[src/rtl/swe_class_regs.svh]
/*
 * Constants for the ingress classifier: field widths, codes, table sizes.
 * Assumes inclusion by bare name from design files under rtl/.
 */
`ifndef SWE_CLASS_REGS_SVH
`define SWE_CLASS_REGS_SVH

// ----------------------------------------------------------------
// Sizes
// ----------------------------------------------------------------
`define NUM_PORTS 3
`define NUM_VLANS 16
`define NUM_DS 64
`define VID_W 12
`define PRI_W 3
`define QUEUE_W 2

// ----------------------------------------------------------------
// Special identifiers and tree state codes
// ----------------------------------------------------------------
`define VID_NULL 12'h000
`define VID_RSVD 12'hFFF
`define STP_FWD 2'h0
`define STP_BLOCK 2'h1
`define STP_LEARN 2'h2
`define STP_LISTEN 2'h3

// ----------------------------------------------------------------
// Table reset values
// ----------------------------------------------------------------
`define PORT_DEFAULT_VLAN_IDENT_RST 15'h0001
`define REGEN_RST 24'hFAC688
`define TC_RST 16'hFA50

// ----------------------------------------------------------------
// Global ingress configuration bit positions
// ----------------------------------------------------------------
`define CFG_W 6
`define CFG_DA_PRI 0
`define CFG_VLAN_PRI 1
`define CFG_DS_PRI 2
`define CFG_PREC_PRI 3
`define CFG_VLAN_EN 4
`define CFG_MEMB_CHK 5

`endif

[src/rtl/swe_class_pkg.sv]
/*
 * Types shared by the classifier files.
 * Assumes the constants header is included alongside.
 */
`include "swe_class_regs.svh"
package swe_class_pkg;
    typedef enum logic [2:0] {SRC_DA, SRC_PREC, SRC_DS, SRC_VLAN, SRC_DEF} pri_src_t;
    typedef enum {ST_IDLE, ST_LOOK, ST_DONE} cls_state_t;
endpackage : swe_class_pkg

[src/rtl/ds_table_mem.sv]
/*
 * Differentiated-services priority table, 64 entries of 3 bits.
 * Assumes one clock; read data comes from a register one cycle later.
 */
`timescale 1ns/1ns
`include "swe_class_regs.svh"
module ds_table_mem (
    // Clock
    input wire logic ref_clk,
    // Write side
    input wire logic wrEn,
    input wire logic [5:0] wrAddr,
    input wire logic [`PRI_W-1:0] wrData,
    // Read side
    input wire logic [5:0] rdAddr,
    output logic [`PRI_W-1:0] rdData
);
    logic [`PRI_W-1:0] mem [0:`NUM_DS-1];

    // No reset: contents are left undefined until written
    always_ff @(posedge ref_clk) begin
        if (wrEn) begin
            mem[wrAddr] <= wrData;
        end
        rdData <= mem[rdAddr];
    end
endmodule : ds_table_mem

[src/rtl/switch_priority_vlan_stp.sv]
/*
 * Ingress classifier: transmit queue choice, VLAN table lookup, tree state gating.
 * Assumes packet header fields arrive with a one-cycle pktValid strobe and that
 * software programs tables through the plain write ports before enabling sources.
 */
// Contract
// - Queue priority comes from static DA, precedence, DS table, VLAN regen, or default.
// - Non-static priorities pass through the traffic class table to four queues.
// - Static DA value is used directly as queue number.
// - Default priority comes from the port default VLAN entry priority bits.
// - Precedence is TOS top three bits, for any tagging or encapsulation.
// - DS table indexed by six top bits of TOS or traffic class.
// - DS table is not reset; host must fill it before enabling.
// - VLAN tag priority goes through a per-port regeneration table.
// - Sixteen VLAN entries hold identifier, membership and untag bits.
// - Tagged VID other than 000h or FFFh searches the table.
// - Miss gives foreign VLAN, empty membership, filtered when checking enabled.
// - Empty membership filters packets whose destination missed the address table.
// - Untagged or VID 0 uses port default VID, then looks it up.
// - Membership drives ingress, egress and containment; untag on hybrid ports only.
// - Blocking or listening discard receive, block transmit, disable learning.
// - Learning state discards and blocks but keeps learning enabled.
// - Forwarding state forwards, transmits and learns.
// - Disabled uses the blocking code with identical behaviour.
// - Static plus age entry match bypasses tree state checks; learning still follows the state.
// - With VLANs enabled, tagged VID FFFh is filtered.
`timescale 1ns/1ns
`include "swe_class_regs.svh"
module switch_priority_vlan_stp
    import swe_class_pkg::*;
(
    // Clock and reset
    input wire logic ref_clk,
    input wire logic nrst,
    // Configuration
    input wire logic [`CFG_W-1:0] global_ingress_config,
    input wire logic [2*`NUM_PORTS-1:0] port_tree_state_reg,
    input wire logic [`NUM_PORTS-1:0] hybridPort,
    // Port default VID table writes
    input wire logic pvidWrEn,
    input wire logic [1:0] pvidWrPort,
    input wire logic [`PRI_W+`VID_W-1:0] pvidWrData,
    // Regeneration table writes (one 8x3 map per port)
    input wire logic regenWrEn,
    input wire logic [1:0] regenWrPort,
    input wire logic [8*`PRI_W-1:0] regenWrData,
    // Traffic class table (8 priorities x 2 bits)
    input wire logic tcWrEn,
    input wire logic [8*`QUEUE_W-1:0] tcWrData,
    // DS table writes
    input wire logic dsWrEn,
    input wire logic [5:0] dsWrAddr,
    input wire logic [`PRI_W-1:0] dsWrData,
    // VLAN table writes
    input wire logic vlanWrEn,
    input wire logic [3:0] vlanWrIdx,
    input wire logic [`VID_W-1:0] vlanWrVid,
    input wire logic [`NUM_PORTS-1:0] vlanWrMember,
    input wire logic [`NUM_PORTS-1:0] vlanWrUntag,
    input wire logic vlanWrValid,
    // Packet header
    input wire logic pktValid,
    input wire logic [1:0] pktSrcPort,
    input wire logic [`NUM_PORTS-1:0] pktDstPorts,
    input wire logic pktTagged,
    input wire logic [`VID_W-1:0] pktVid,
    input wire logic [`PRI_W-1:0] pktTagPri,
    input wire logic pktIpv4,
    input wire logic pktIpv6,
    input wire logic [7:0] pktTos,
    input wire logic daHit,
    input wire logic daStatic,
    input wire logic daAge,
    input wire logic [`QUEUE_W-1:0] daQueue,
    // Results
    output logic resValid,
    output logic [`QUEUE_W-1:0] resQueue,
    output logic [`VID_W-1:0] resVid,
    output logic [`NUM_PORTS-1:0] resMember,
    output logic [`NUM_PORTS-1:0] resUntag,
    output logic [`NUM_PORTS-1:0] resTxPorts,
    output logic resDrop,
    output logic resLearn
);
    // ----------------------------------------------------------------
    // Tables
    // ----------------------------------------------------------------
    logic [`PRI_W+`VID_W-1:0] pvidTbl [0:`NUM_PORTS-1];
    logic [8*`PRI_W-1:0] regenTbl [0:`NUM_PORTS-1];
    logic [8*`QUEUE_W-1:0] tcTbl;
    logic [`VID_W-1:0] vlVid [0:`NUM_VLANS-1];
    logic [`NUM_PORTS-1:0] vlMember [0:`NUM_VLANS-1];
    logic [`NUM_PORTS-1:0] vlUntag [0:`NUM_VLANS-1];
    logic [`NUM_VLANS-1:0] vlValid;
    logic [`PRI_W-1:0] dsPri;

    // Table writes; defaults give identity regen and VID 1
    always_ff @(posedge ref_clk or negedge nrst) begin
        if (!nrst) begin
            for (int p = 0; p < `NUM_PORTS; p++) begin
                pvidTbl[p] <= `PORT_DEFAULT_VLAN_IDENT_RST;
                regenTbl[p] <= `REGEN_RST;
            end
            tcTbl <= `TC_RST;
            vlValid <= '0;
            for (int v = 0; v < `NUM_VLANS; v++) begin
                vlVid[v] <= 12'h000;
                vlMember[v] <= 3'h0;
                vlUntag[v] <= 3'h0;
            end
        end else begin
            if (pvidWrEn && pvidWrPort < 2'h3) begin
                pvidTbl[pvidWrPort] <= pvidWrData;
            end
            if (regenWrEn && regenWrPort < 2'h3) begin
                regenTbl[regenWrPort] <= regenWrData;
            end
            if (tcWrEn) begin
                tcTbl <= tcWrData;
            end
            if (vlanWrEn) begin
                vlVid[vlanWrIdx] <= vlanWrVid;
                vlMember[vlanWrIdx] <= vlanWrMember;
                vlUntag[vlanWrIdx] <= vlanWrUntag;
                vlValid[vlanWrIdx] <= vlanWrValid;
            end
        end
    end

    // ----------------------------------------------------------------
    // Stage 1: capture header, start DS lookup
    // ----------------------------------------------------------------
    logic s1Valid;
    logic [1:0] s1Src;
    logic [`NUM_PORTS-1:0] s1Dst;
    logic s1Tagged, s1Ip4, s1Ip6, s1DaHit, s1DaStatic, s1DaAge;
    logic [`VID_W-1:0] s1Vid;
    logic [`PRI_W-1:0] s1TagPri;
    logic [7:0] s1Tos;
    logic [`QUEUE_W-1:0] s1DaQueue;

    // DS index is the six top bits of TOS or traffic class
    ds_table_mem dsMem (
        .ref_clk(ref_clk),
        .wrEn(dsWrEn),
        .wrAddr(dsWrAddr),
        .wrData(dsWrData),
        .rdAddr(pktTos[7:2]),
        .rdData(dsPri)
    );

    // Header register
    always_ff @(posedge ref_clk or negedge nrst) begin
        if (!nrst) begin
            s1Valid <= 1'b0;
            s1Src <= 2'h0;
            s1Dst <= 3'h0;
            s1Tagged <= 1'b0;
            s1Ip4 <= 1'b0;
            s1Ip6 <= 1'b0;
            s1DaHit <= 1'b0;
            s1DaStatic <= 1'b0;
            s1DaAge <= 1'b0;
            s1Vid <= 12'h000;
            s1TagPri <= 3'h0;
            s1Tos <= 8'h00;
            s1DaQueue <= 2'h0;
        end else begin
            s1Valid <= pktValid;
            if (pktValid) begin
                s1Src <= pktSrcPort;
                s1Dst <= pktDstPorts;
                s1Tagged <= pktTagged;
                s1Ip4 <= pktIpv4;
                s1Ip6 <= pktIpv6;
                s1DaHit <= daHit;
                s1DaStatic <= daStatic;
                s1DaAge <= daAge;
                s1Vid <= pktVid;
                s1TagPri <= pktTagPri;
                s1Tos <= pktTos;
                s1DaQueue <= daQueue;
            end
        end
    end

    // ----------------------------------------------------------------
    // Stage 2: classification (combinational), registered results
    // ----------------------------------------------------------------
    logic next_resValid, next_resDrop, next_resLearn;
    logic [`QUEUE_W-1:0] next_resQueue;
    logic [`VID_W-1:0] next_resVid;
    logic [`NUM_PORTS-1:0] next_resMember, next_resUntag, next_resTxPorts;

    always_comb begin
        logic [`PRI_W+`VID_W-1:0] pv;
        logic [`VID_W-1:0] vid;
        logic [`PRI_W-1:0] pri, defPri;
        logic hit, useDa, override, srcRx, srcLearn, vlanEn, vidRsvd;
        logic [`NUM_PORTS-1:0] memb, untag, dstOk, tx;
        logic [1:0] st;
        pri_src_t src;
        pv = pvidTbl[s1Src < 2'h3 ? s1Src : 2'h0];
        defPri = pv[`PRI_W+`VID_W-1:`VID_W];
        vlanEn = global_ingress_config[`CFG_VLAN_EN];
        vidRsvd = s1Tagged && (s1Vid == `VID_RSVD);
        // Untagged or priority-tagged take the port default VID
        vid = (!s1Tagged || s1Vid == `VID_NULL) ? pv[`VID_W-1:0] : s1Vid;
        hit = 1'b0;
        memb = 3'h0;
        untag = 3'h0;
        // Search the active table; a miss leaves membership empty
        for (int v = 0; v < `NUM_VLANS; v++) begin
            if (!hit && vlValid[v] && vlVid[v] == vid && !vidRsvd) begin
                hit = 1'b1;
                memb = vlMember[v];
                untag = vlUntag[v];
            end
        end
        // Source selection with fixed precedence
        useDa = s1DaHit && s1DaStatic && global_ingress_config[`CFG_DA_PRI];
        if (useDa) begin
            src = SRC_DA;
        end else if (s1Tagged && s1Vid != `VID_NULL && global_ingress_config[`CFG_VLAN_PRI]) begin
            src = SRC_VLAN;
        end else if ((s1Ip4 || s1Ip6) && global_ingress_config[`CFG_DS_PRI]) begin
            src = SRC_DS;
        end else if (s1Ip4 && global_ingress_config[`CFG_PREC_PRI]) begin
            src = SRC_PREC;
        end else begin
            src = SRC_DEF;
        end
        case (src)
            SRC_PREC: pri = s1Tos[7:5];
            SRC_DS: pri = dsPri;
            SRC_VLAN: pri = regenTbl[s1Src < 2'h3 ? s1Src : 2'h0][s1TagPri*3 +: 3];
            default: pri = defPri;
        endcase
        // Static value is the queue; others map via traffic class
        next_resQueue = useDa ? s1DaQueue : tcTbl[pri*2 +: 2];
        // Tree state of the source; disabled shares the blocking code
        st = port_tree_state_reg[(s1Src < 2'h3 ? s1Src : 2'h0)*2 +: 2];
        override = s1DaHit && s1DaStatic && s1DaAge;
        srcRx = (st == `STP_FWD) || override;
        srcLearn = (st == `STP_FWD) || (st == `STP_LEARN);
        dstOk = 3'h0;
        for (int p = 0; p < `NUM_PORTS; p++) begin
            dstOk[p] = (port_tree_state_reg[p*2 +: 2] == `STP_FWD) || override;
        end
        // With VLANs on, membership gates containment, and egress when checking is on
        tx = s1Dst & dstOk;
        if (vlanEn && global_ingress_config[`CFG_MEMB_CHK]) begin
            tx = tx & memb;
        end
        if (vlanEn && !s1DaHit) begin
            tx = tx & memb;
        end
        next_resDrop = !srcRx || (tx == 3'h0)
            || (vlanEn && vidRsvd)
            || (vlanEn && global_ingress_config[`CFG_MEMB_CHK] && !memb[s1Src < 2'h3 ? s1Src : 2'h0]);
        if (next_resDrop) begin
            tx = 3'h0;
        end
        next_resValid = s1Valid;
        next_resLearn = s1Valid && srcLearn;
        next_resVid = vid;
        next_resMember = memb;
        next_resUntag = untag & hybridPort;
        next_resTxPorts = tx;
    end

    // Result registers
    always_ff @(posedge ref_clk or negedge nrst) begin
        if (!nrst) begin
            resValid <= 1'b0;
            resQueue <= 2'h0;
            resVid <= 12'h000;
            resMember <= 3'h0;
            resUntag <= 3'h0;
            resTxPorts <= 3'h0;
            resDrop <= 1'b0;
            resLearn <= 1'b0;
        end else begin
            resValid <= next_resValid;
            resQueue <= next_resQueue;
            resVid <= next_resVid;
            resMember <= next_resMember;
            resUntag <= next_resUntag;
            resTxPorts <= next_resTxPorts;
            resDrop <= next_resDrop;
            resLearn <= next_resLearn;
        end
    end
endmodule : switch_priority_vlan_stp

[config.mk]
export PLATFORM = sky130hd
export DESIGN_NAME = switch_priority_vlan_stp
export DESIGN_NICKNAME = d
export VERILOG_FILES = /design/src/rtl/swe_class_pkg.sv /design/src/rtl/ds_table_mem.sv /design/src/rtl/switch_priority_vlan_stp.sv
export VERILOG_INCLUDE_DIRS = /design/src /design/src/rtl
export SDC_FILE = /design/constraint.sdc
export NUM_CORES = 1
export LEC_CHECK = 0
export BUFFER_PORTS_ARGS = -buffer_cell sky130_fd_sc_hd__buf_4
export CAP_MARGIN = 10
export CORE_MARGIN = 3
export CORE_UTILIZATION = 45
export CTS_CLUSTER_SIZE = 40
export DETAILED_ROUTE_END_ITERATION = 16
export PLACE_DENSITY = 0.59
export SETUP_SLACK_MARGIN = 0.3
export SYNTH_ARGS = -nofsm -noshare
export SYNTH_HDL_FRONTEND = slang
export SYNTH_HIERARCHICAL = 1
export SYNTH_SLANG_ARGS = --single-unit
[constraint.sdc]
create_clock -name ref_clk -period 14.12 [get_ports ref_clk]
set_clock_uncertainty 0.15 [all_clocks]
set_input_delay 2.118 -clock ref_clk [delete_from_list [all_inputs] [get_ports ref_clk]]
set_output_delay 2.118 -clock ref_clk [all_outputs]
set_load 0.05 [all_outputs]
==> results.cfg, run 1 <==
[pwr]
p_leak_uw = 0.0143
seq_power_share_pct = 46.2
p_comb_share_pct = 19.0
p_sw_uw = 1540
power.total_uw = 5550
swShare_pct = 27.7
clock_power_share_pct = 34.8
p_int_uw = 4010
peakVddDrop_mv = 0.0975
power.density_nw_per_um2 = 152

[clock_tree]
cts_made_buffers = 76
clk_latency_ps = 630
ctsResizeCount = 0
path_clk_slew_ps = 60
clockBufferDepth = 3
clockRootBuffer = clkbuf_16
htreeDepth = 3
cts_tree = done
cts_setup_buffers = 0
cts.sinks = 690
postCtsHoldBufs = 0

[timing]
slew_viol_final = 0
rsz0062_at_grt = no
tightest_slew_ps = 1270
tns_ps = 0
report.final.hold_viol_count = 0
relSlewSlack_pct = 15.3
period_share_pct = 49.5
setup_viol = 0
min_period_ps = 6990
fmax_ghz = 0.143

[die]
die_height_um = 272
core_area_um2 = 69300
die-area_um2 = 74000
start_util_pct = 45.9
ios = 176
rows = 96
die_x_um = 272

[critical_path]
cp.required_ps = 14480
critPathMaxStageDelay_ps = 860
crit_chain = or4_4, o31ai_4, a22o_1, buf_4, xor2_1, or4_1, nor4_2, nand2b_1, nor3_1, a21oi_1, a31oi_1, o21ai_0, a21boi_0, o221ai_2, a31o_1
cp-end-kind = flip-flop
worstPathMaxFanout = 21
worstSetupPathType = flip-flop to flip-flop
worst_setup_path_start_kind = flip-flop
slowest_stage = o31ai_4
cp.arrival_ps = 7350
r2r_cells = 15

[place]
portBuffers = 173
place_hpwl_um = 53800
gp_congestion = 0.808
placed_area_um2 = 34000

[routing]
vias = 19700
top_layer = met5
ant_nets = 0
drt_iter0_markers = 1493
first_pass_iters = 5
drc = 0
wl_per_cell_um = 24.2
totalWireLength_um = 83100
routed_via_density = 5.74
met3_length_um = 4720
drt-met1-wl_um = 35000
wl_met2_um = 41400

[finish]
stdcell_area_um2 = 36500
nNetsFinal = 2587
area_delta_synth_final_pct = 14.5
drive_gt1_share_pct = 37.3
finish.utilization_pct = 52.6

[yosys]
synth-compound-area-share_pct = 5.70
yosysWarningCount = 6
synth_edf_count = 192
synthMuxAreaShare_pct = 22.9
yosys-top-cells-area = dfrtp_1 (35%), edfxtp_1 (18%), mux2_2 (16%), mux4_2 (4.5%), dfstp_2 (3.9%)
async_reset_ff_share_pct = 71.7
synth_seq_area_share_pct = 57.4
synthAdderAreaFrac_pct = 0
synth_ff_type = dfrtp_1
syn_avg_cell_area_um2 = 14.0
synth_top_family_by_area = multiplexers
yosysTopAreaCellShare_pct = 35.2
synth_top_area_cell = dfrtp_1
netlist_area_um2 = 31800
yosysMostFrequentCell = mux2_2
synthXorXnorAreaFrac_pct = 4.70
ys_types = 98
synth_common_cells = mux2_2 (455), dfrtp_1 (448), edfxtp_1 (192), xnor2_1 (137), nor2_1 (117)
synthSimpleGateAreaFrac_pct = 6.71
ys_ff_latch = 690
syn_inst = 2282
syn-num-nets = 2432

[run]
drv_cap = 0

[grt]
grt_pass1_vias = 20800
grt_max_degree = 187
grt_first_pass_wirelength_um = 127000
grt_util_all_layers_pct = 22.5
antenna_found_initial = 5
grt-ovfl-total = 0

[run_status]
status = finished clean

[min_path]
min_path_cells = 0
hold_path.class = flip-flop to flip-flop
-- state kept, by name (all words and copies together), names as in the netlist, 2 cells and up --
name,count
dsMem/mem,192
dsMem/rdData,3
vlValid,16
resTxPorts,3
vlMember,48
s1Src,2
vlVid,192
resMember,3
vlUntag,48
pvidTbl,45
s1Tos,3
resVid,12
regenTbl,72
s1Dst,3
s1Vid,12
tcTbl,16
resQueue,2
s1DaQueue,2
resUntag,3
s1TagPri,3
-- logic make-up (layout without fill, tap and decap cells) --
kind of cell              Yosys count  in the layout
other                               0              3
buffers and inverters             183            398
and+or+nand+nor                   410            410
muxes                             582            582
AOI/OAI and AO/OA                 246            246
DFF                               690            690
xor gates and xnor gates          171            171
-- stage by stage --
| step | hold WS, ps | worst slack [ps] | instances |
|---|---|---|---|
| finish | 226 | 7130 | 3431 |
| global route | 255 | 6740 | 3428 |
| CTS | 227 | 7240 | 3428 |
| detailed placement | 206 | 7270 | 3290 |
| global placement | 209 | 7270 | 3290 |
| floorplan | 197 | 9310 | 2282 |
-- final cells by class --
cell class                 instances  area [um^2]
fill                            5840        32800
sequential                       690        18300
multi-input combinational       1409        12800
clock buffer                     105         2120
timing repair buffer             214         1630
tap                              931         1160
clock inverter                    33          304
inverter                          46          173
antenna                            3         7.51
-- power by group through the flow --
stage	combinational (uW)	sequential, uW	clock (uW)
4_1_cts	1070	2560	1980
3_3_place_gp	1040	2580	0
6_report	1050	2560	1930
3_5_place_dp	1060	2600	0
5_1_grt	1140	2600	2070
2_1_floorplan	735	2580	0
-- worst paths after layout --
check / start / to / slack (ps)
min reg2reg: next_resValid$_DFF_PN0_ / resValid$_DFF_PN0_ / 230
min: next_resValid$_DFF_PN0_ / resValid$_DFF_PN0_ / 230
min in group asynchronous: nrst / pvidTbl[7]$_DFFE_PN0P_ / 1390
max: s1Vid[9]$_DFFE_PN0P_ / resDrop$_DFF_PN0_ / 7130
max in group asynchronous: nrst / vlVid[147]$_DFFE_PN0P_ / 9980
max reg2reg: s1Vid[9]$_DFFE_PN0P_ / resDrop$_DFF_PN0_ / 7130
-- worst max-delay path: cells and delay by family (launching register included) --
family	cells	cell delay, ps
buffers and inverters	1	380
AO/OA/AOI/OAI	8	2850
AND/OR/NAND/NOR	5	2850
XOR/XNOR	1	100
flip-flops	1	530
-- placed cells by master, fill, tap and decap left out, types with 7 or more instances in the layout --
cell / n
mux4_2: 64
o22ai_1: 15
clkbuf_8: 11
nand2b_1: 18
nor2_1: 110
dfstp_2: 47
a221oi_1: 12
xor2_1: 34
mux2i_1: 57
nand2_1: 78
mux2_2: 455
nor2b_1: 19
o21ai_0: 49
clkbuf_16: 76
nor4_1: 17
a211oi_1: 15
nand3_1: 39
edfxtp_1: 192
a22o_1: 11
nor2_2: 7
clkbuf_1: 18
nor3_1: 12
o211ai_1: 10
clkinv_1: 11
nand3b_1: 13
o221ai_1: 10
clkinv_2: 12
buf_4: 212
inv_1: 45
a21oi_1: 33
dfrtp_1: 447
nand4_1: 38
nor3b_1: 8
or3_1: 8
xnor2_1: 137
-- metal layers --
metal	GRT usage, %	vias to the layer above
li1	-	8781
met2	38.5	486
met1	28.7	10300
met4	6.92	2
met3	4.96	148
met5	0	-
Note: power is estimated with default switching activity, not from simulation.
==> run 2, diff against run 1 <==
--- a/config.mk
+++ b/config.mk
@@ -6,6 +6,7 @@
 export SDC_FILE = /design/constraint.sdc
 export NUM_CORES = 1
 export LEC_CHECK = 0
+export ABC_AREA = 1
 export BUFFER_PORTS_ARGS = -buffer_cell sky130_fd_sc_hd__buf_4
 export CAP_MARGIN = 10
 export CORE_MARGIN = 3
==> constraint.sdc (replaced) <==
create_clock -name ref_clk -period 6.9 [get_ports ref_clk]
set_clock_uncertainty 0.15 [all_clocks]
set_input_delay 1.035 -clock ref_clk [delete_from_list [all_inputs] [get_ports ref_clk]]
set_output_delay 1.035 -clock ref_clk [all_outputs]
set_load 0.05 [all_outputs]
==> run 2 against run 1 <==
  * Fmax rose by 29%
  * Synthesized cell count rose by 59%
  * Critical path depth rose by 18
  * Design area fell by 0.46%
  * Critical path type unchanged
  * Global-route usage rose by 1.2 points
  * Core utilization fell by 0.87 points
==> results.cfg, run 2 <==
[clock_tree]
postCtsHoldBufs = 0
clockRootBuffer = clkbuf_16
clockBufferDepth = 3
cts_setup_buffers = 0
path_clk_slew_ps = 60
cts_tree = done
ctsResizeCount = 0
htreeDepth = 3
cts_made_buffers = 78
clk_latency_ps = 630
cts.sinks = 690

[timing]
period_share_pct = 78.4
min_period_ps = 5410
report.final.hold_viol_count = 0
setup_viol = 0
slew_viol_final = 0
relSlewSlack_pct = 18.3
layout_setup_ws_ps = 1490
fmax_ghz = 0.185
tns_ps = 0
rsz0062_at_grt = no
tightest_slew_ps = 1220

[critical_path]
slowest_stage = nand2_1
crit_top_cell = nand2_1
cp-end-kind = flip-flop
r2r_slack_ps = 1490
worstSetupPathDepth = 33
cp.arrival_ps = 5810
worst_setup_path_start_kind = flip-flop
r2r-end = resTxPorts[1]$_DFF_PN0_
timing.rr.start = s1Vid[4]$_DFFE_PN0P_
r2r_cells = 33
worst-path-buf-inv = 3
cp_top_family = simple AND/OR/NAND/NOR gates
worstPathMaxFanout = 21
critPathMaxStageDelay_ps = 830
cp.required_ps = 7300
crit_start = s1Vid[4]$_DFFE_PN0P_
endpoint = resTxPorts[1]$_DFF_PN0_
worstSetupPathType = flip-flop to flip-flop

[routing]
totalWireLength_um = 88500
first_pass_iters = 6
vias = 24900
routed_via_density = 5.29
ant_nets = 0
drt_iter0_markers = 2266
drc = 0
wl_per_cell_um = 18.8

[yosys]
synth_ff_type = dfrtp_1
yosysMostFrequentCell = nand2_1
yosys-top-cells-area = dfrtp_1 (35%), edfxtp_1 (18%), nand2_1 (13%), o21ai_0 (7.8%), nand3_1 (4.6%)
async_reset_ff_share_pct = 71.7
yosysTopAreaCellShare_pct = 35.1
syn_inst = 3631
ys_ff_latch = 690
syn_avg_cell_area_um2 = 8.81
netlist_area_um2 = 32000
syn-num-nets = 3781
synth_top_area_cell = dfrtp_1
synth_seq_area_share_pct = 57.1
yosysWarningCount = 6
ys_types = 63
synth_edf_count = 192
synth_common_cells = nand2_1 (1067), o21ai_0 (501), dfrtp_1 (448), nand3_1 (296), inv_1 (255)

[die]
core_area_um2 = 70100
rows = 97
die-area_um2 = 74300
start_util_pct = 45.6
die_x_um = 273
die_height_um = 273
ios = 176

[finish]
layout.cells.most_common = nand2_1
fillers = 6665
drive_gt1_share_pct = 12.7
regArea_um2 = 18300
final_cell_mix = nand2_1 (1067), o21ai_0 (501), dfrtp_1 (448)
multi_input_area_um2 = 11700
area_delta_synth_final_pct = 13.5
nNetsFinal = 3865
top_regs = dsMem/mem: 192 flops, vlVid: 192 flops, regenTbl: 72 flops
finish.utilization_pct = 51.7
antennaDiodeCount = 0

[place]
place_hpwl_um = 55600
portBuffers = 173
gp_congestion = 0.828
place_ws_ps = 1540

[run_status]
status = finished clean

[grt]
grt_pass1_vias = 23600
antenna_found_initial = 0
grt_first_pass_wirelength_um = 137000
grt_util_all_layers_pct = 23.7
grt-ovfl-total = 0
grt_max_degree = 135

[min_path]
hold_path.class = flip-flop to flip-flop

[pwr]
power.density_nw_per_um2 = 301
p_leak_uw = 0.0164
peakVddDrop_mv = 0.213

[run]
drv_cap = 0
-- run 2: cell types whose count changed after synthesis, sizes merged, moves of 119 or more --
cell	before	now
inv	45	273
mux2	456	14
nand2	78	1103
nand3	39	304
o21ai	52	508
xnor2	137	18
-- run 2: kinds of logic (layout without fill, tap and decap cells) --
kind of cell	count (synthesis)	in the layout	synth area share [%]
flip-flops	690	690	57.1
XOR/XNOR	46	46	1.26
AO/OA/AOI/OAI	684	684	11.5
AND/OR/NAND/NOR	1718	1718	23.2
multiplexers	14	14	0.493
buffers and inverters	479	618	6.37
-- run 2: worst min-delay path by stage --
stage / slack, ps / start / cells after the start / to
2_1_floorplan: 200 / next_resValid$_DFF_PN0_ / 0 / resValid$_DFF_PN0_
3_3_place_gp: 210 / next_resValid$_DFF_PN0_ / 0 / resValid$_DFF_PN0_
3_5_place_dp: 210 / next_resValid$_DFF_PN0_ / 0 / resValid$_DFF_PN0_
4_1_cts: 220 / next_resValid$_DFF_PN0_ / 0 / resValid$_DFF_PN0_
5_1_grt: 240 / next_resValid$_DFF_PN0_ / 0 / resValid$_DFF_PN0_
6_report: 220 / next_resValid$_DFF_PN0_ / 0 / resValid$_DFF_PN0_
-- run 2: per-layer routing --
metal / share of wire, % / vias to the layer above / GRT usage (%)
met4: 2.5 / 0 / 6.62
met1: 46 / 11900 / 34.4
li1: - / 12200 / -
met3: 5.8 / 135 / 3.49
met5: 0 / - / 0
met2: 45 / 701 / 37.3
-- run 2: stage by stage --
stage          total power [uW]  std cells  hold WS (ps)  area (um^2)
2_1_floorplan              6360       3631           197        32000
3_5_place_dp               6980       4571           212        33700
3_3_place_gp               6950       4571           213        33700
5_1_grt                   11500       4710           242        36300
6_report                  10900       4710           223        36300
4_1_cts                   11000       4706           224        36200
-- run 2: worst register-to-register path, delay by kind of cell, from the launching register on --
kind                   cells  cell delay (ps)
and+or+nand+nor           29             4210
DFF                        1              410
buffers and inverters      3              320
AOI/OAI and AO/OA          1              270
-- run 2: power breakdown --
group          switching (uW)  total, uW  internal (uW)
Sequential                331       5110           4770
Combinational            1170       1820            646
Clock                    1680       4020           2340
-- run 2: area by class of cell --
cell class | instances | area share [%]
Clock buffer | 111 | 6.16
Sequential cell | 690 | 50.3
Clock inverter | 24 | 0.662
Inverter | 275 | 2.86
Multi-Input combinational cell | 2462 | 32.2
Timing Repair Buffer | 208 | 4.54
Tap cell | 940 | 3.24
==> run 3, diff against run 2 <==
==> constraint.sdc (replaced) <==
create_clock -name ref_clk -period 5.1 [get_ports ref_clk]
set_clock_uncertainty 0.15 [all_clocks]
set_input_delay 0.765 -clock ref_clk [delete_from_list [all_inputs] [get_ports ref_clk]]
set_output_delay 0.765 -clock ref_clk [all_outputs]
set_load 0.05 [all_outputs]
==> run 3 against run 2 <==
  * The flow now finishes with violations (hold timing)
  * Critical path depth increased by 1
  * Cell count increased by 1.2%
  * Wire length increased by 1.1%
  * Combinational power increased by 41%
  * First-iteration DRC count increased by 9.1%
  * Count of clock-buffer cells in the layout decreased by 3
  * Power increased by 38%
  * Clock power increased by 39%
  * Critical endpoint unchanged
  * Largest power group unchanged
  * Highest routed layer unchanged
==> results.cfg, run 3 (same netlist as run 2, synthesis figures left out) <==
[run_status]
status = complete, but fails checks
violations = hold timing

[critical_path]
worst_setup_path_start_kind = flip-flop
critPathMaxStageDelay_ps = 420
cp.required_ps = 5470
crit_top_cell = nand2_1
timing.rr.start = s1Vid[5]$_DFFE_PN0P_
worstPathMaxFanout = 20
r2r_cells = 34
cp_top_family = simple AND/OR/NAND/NOR gates
cp-end-kind = flip-flop
r2r-end = resTxPorts[1]$_DFF_PN0_
slowest_stage = dfrtp_1
cp.arrival_ps = 4810
r2r_slack_ps = 660
worst-path-buf-inv = 4
worstSetupPathType = flip-flop to flip-flop

[finish]
area_delta_synth_final_pct = 15.7
final_cell_mix = nand2_1 (1062), o21ai_0 (501), dfrtp_1 (447)
layout.cells.most_common = nand2_1
stdcell_area_um2 = 37000
fillers = 6689
drive_gt1_share_pct = 14.2
top_regs = dsMem/mem: 192 flops, vlVid: 192 flops, regenTbl: 72 flops
nNetsFinal = 3917
finish.utilization_pct = 52.7
antennaDiodeCount = 0

[routing]
drc = 0
first_pass_iters = 6
vias = 25200
ant_nets = 0
wl_per_cell_um = 18.8
totalWireLength_um = 89500
drt_iter0_markers = 2473
routed_via_density = 5.29

[die]
die_x_um = 273
ios = 176
die_height_um = 273
rows = 97
core_area_um2 = 70100
start_util_pct = 45.6
die-area_um2 = 74300

[pwr]
power.total_uw = 15100
p_comb_share_pct = 17.1
seq_power_share_pct = 45.9
p_leak_uw = 0.0167
power.density_nw_per_um2 = 407
p_sw_uw = 4390
peakVddDrop_mv = 0.284
swShare_pct = 29.1
clock_power_share_pct = 37.1
p_int_uw = 10700

[timing]
rsz0062_at_grt = no
fmax_ghz = 0.225
hold_ws_ps = -13.2
min_period_ps = 4440
relSlewSlack_pct = 21.8
tns_ps = 0
period_share_pct = 87.0
report.final.hold_viol_count = 8
tightest_slew_ps = 1170
slew_viol_final = 0
setup_viol = 0

[grt]
grt-ovfl-total = 0
grt_pass1_vias = 23600
antenna_found_initial = 0
grt_first_pass_wirelength_um = 139000
grt_util_all_layers_pct = 24.0
grt_max_degree = 113

[run]
drv_cap = 0

[clock_tree]
cts.sinks = 690
clockRootBuffer = clkbuf_16
cts_made_buffers = 78
clk_latency_ps = 640
cts_tree = done
clockBufferDepth = 3
path_clk_slew_ps = 60
htreeDepth = 3

[place]
portBuffers = 173
placed_area_um2 = 34000
place_hpwl_um = 57300
gp_congestion = 0.871

[min_path]
hold_path.class = input port to asynchronous set/reset pin
run 3: cell count changes in the layout (fill, tap and decap cells not counted), sizes merged:
cell      previous run  this run
buf                208       260
bufinv               2         6
clkbuf             111       108
clkinv              19        21
clkinvlp             2         3
run 3: final cells by class:
class / instances / area (um^2) / share of cell area (%)
Timing Repair Buffer: 260 / 2130 / 5.76
Inverter: 275 / 1050 / 2.83
Tap cell: 940 / 1180 / 3.18
Clock inverter: 31 / 419 / 1.13
Sequential cell: 690 / 18300 / 49.4
Multi-Input combinational cell: 2462 / 11800 / 31.9
Clock buffer: 108 / 2130 / 5.77
run 3: repair_timing:
item,CTS,global route
hold buffers,0,0
pin swaps,0,8
gates resized for setup,2,33
buffers inserted,0,23
endpoints found under the setup margin,1,8
run 3: worst max-delay path by stage:
stage                         startpoint                 endpoint  slack, ps  cells after the start
global placement    s1Src[1]$_DFFE_PN0P_  resTxPorts[1]$_DFF_PN0_        330                     37
CTS                 s1Src[1]$_DFFE_PN0P_  resTxPorts[1]$_DFF_PN0_        310                     28
floorplan           s1Vid[4]$_DFFE_PN0P_  resTxPorts[1]$_DFF_PN0_       1560                     30
detailed placement  s1Src[1]$_DFFE_PN0P_  resTxPorts[1]$_DFF_PN0_        300                     29
global route        s1Vid[8]$_DFFE_PN0P_  resTxPorts[1]$_DFF_PN0_        320                     34
finish              s1Vid[5]$_DFFE_PN0P_  resTxPorts[1]$_DFF_PN0_        660                     34
run 3: layer usage:
layer  GRT usage [%]  routed length, um  vias to the layer above
li1                -                  -                    12300
met5               0                  0                        -
met2            37.6              40700                      750
met4            6.88               2010                        0
met1            34.9              41100                    12000
met3            3.65               5710                      147
run 3: power groups by stage:
stage                     Combinational (uW)  Sequential, uW  Clock (uW)
after floorplan                         1630            6970           0
after global placement                  2490            6980           0
after detailed placement                2530            6990           0
after CTS                               2540            6900        5700
after global routing                    2910            7000        5940
final                                   2570            6910        5580
run 3: metrics by stage:
| step | setup WS [ps] | instances | hold WS [ps] |
|---|---|---|---|
| 2_1_floorplan | 1560 | 3631 | 197 |
| 3_5_place_dp | 298 | 4601 | 210 |
| 6_report | 663 | 4766 | -13.2 |
| 4_1_cts | 309 | 4740 | 4.42 |
| 5_1_grt | 316 | 4766 | 26.1 |
| 3_3_place_gp | 334 | 4601 | 210 |
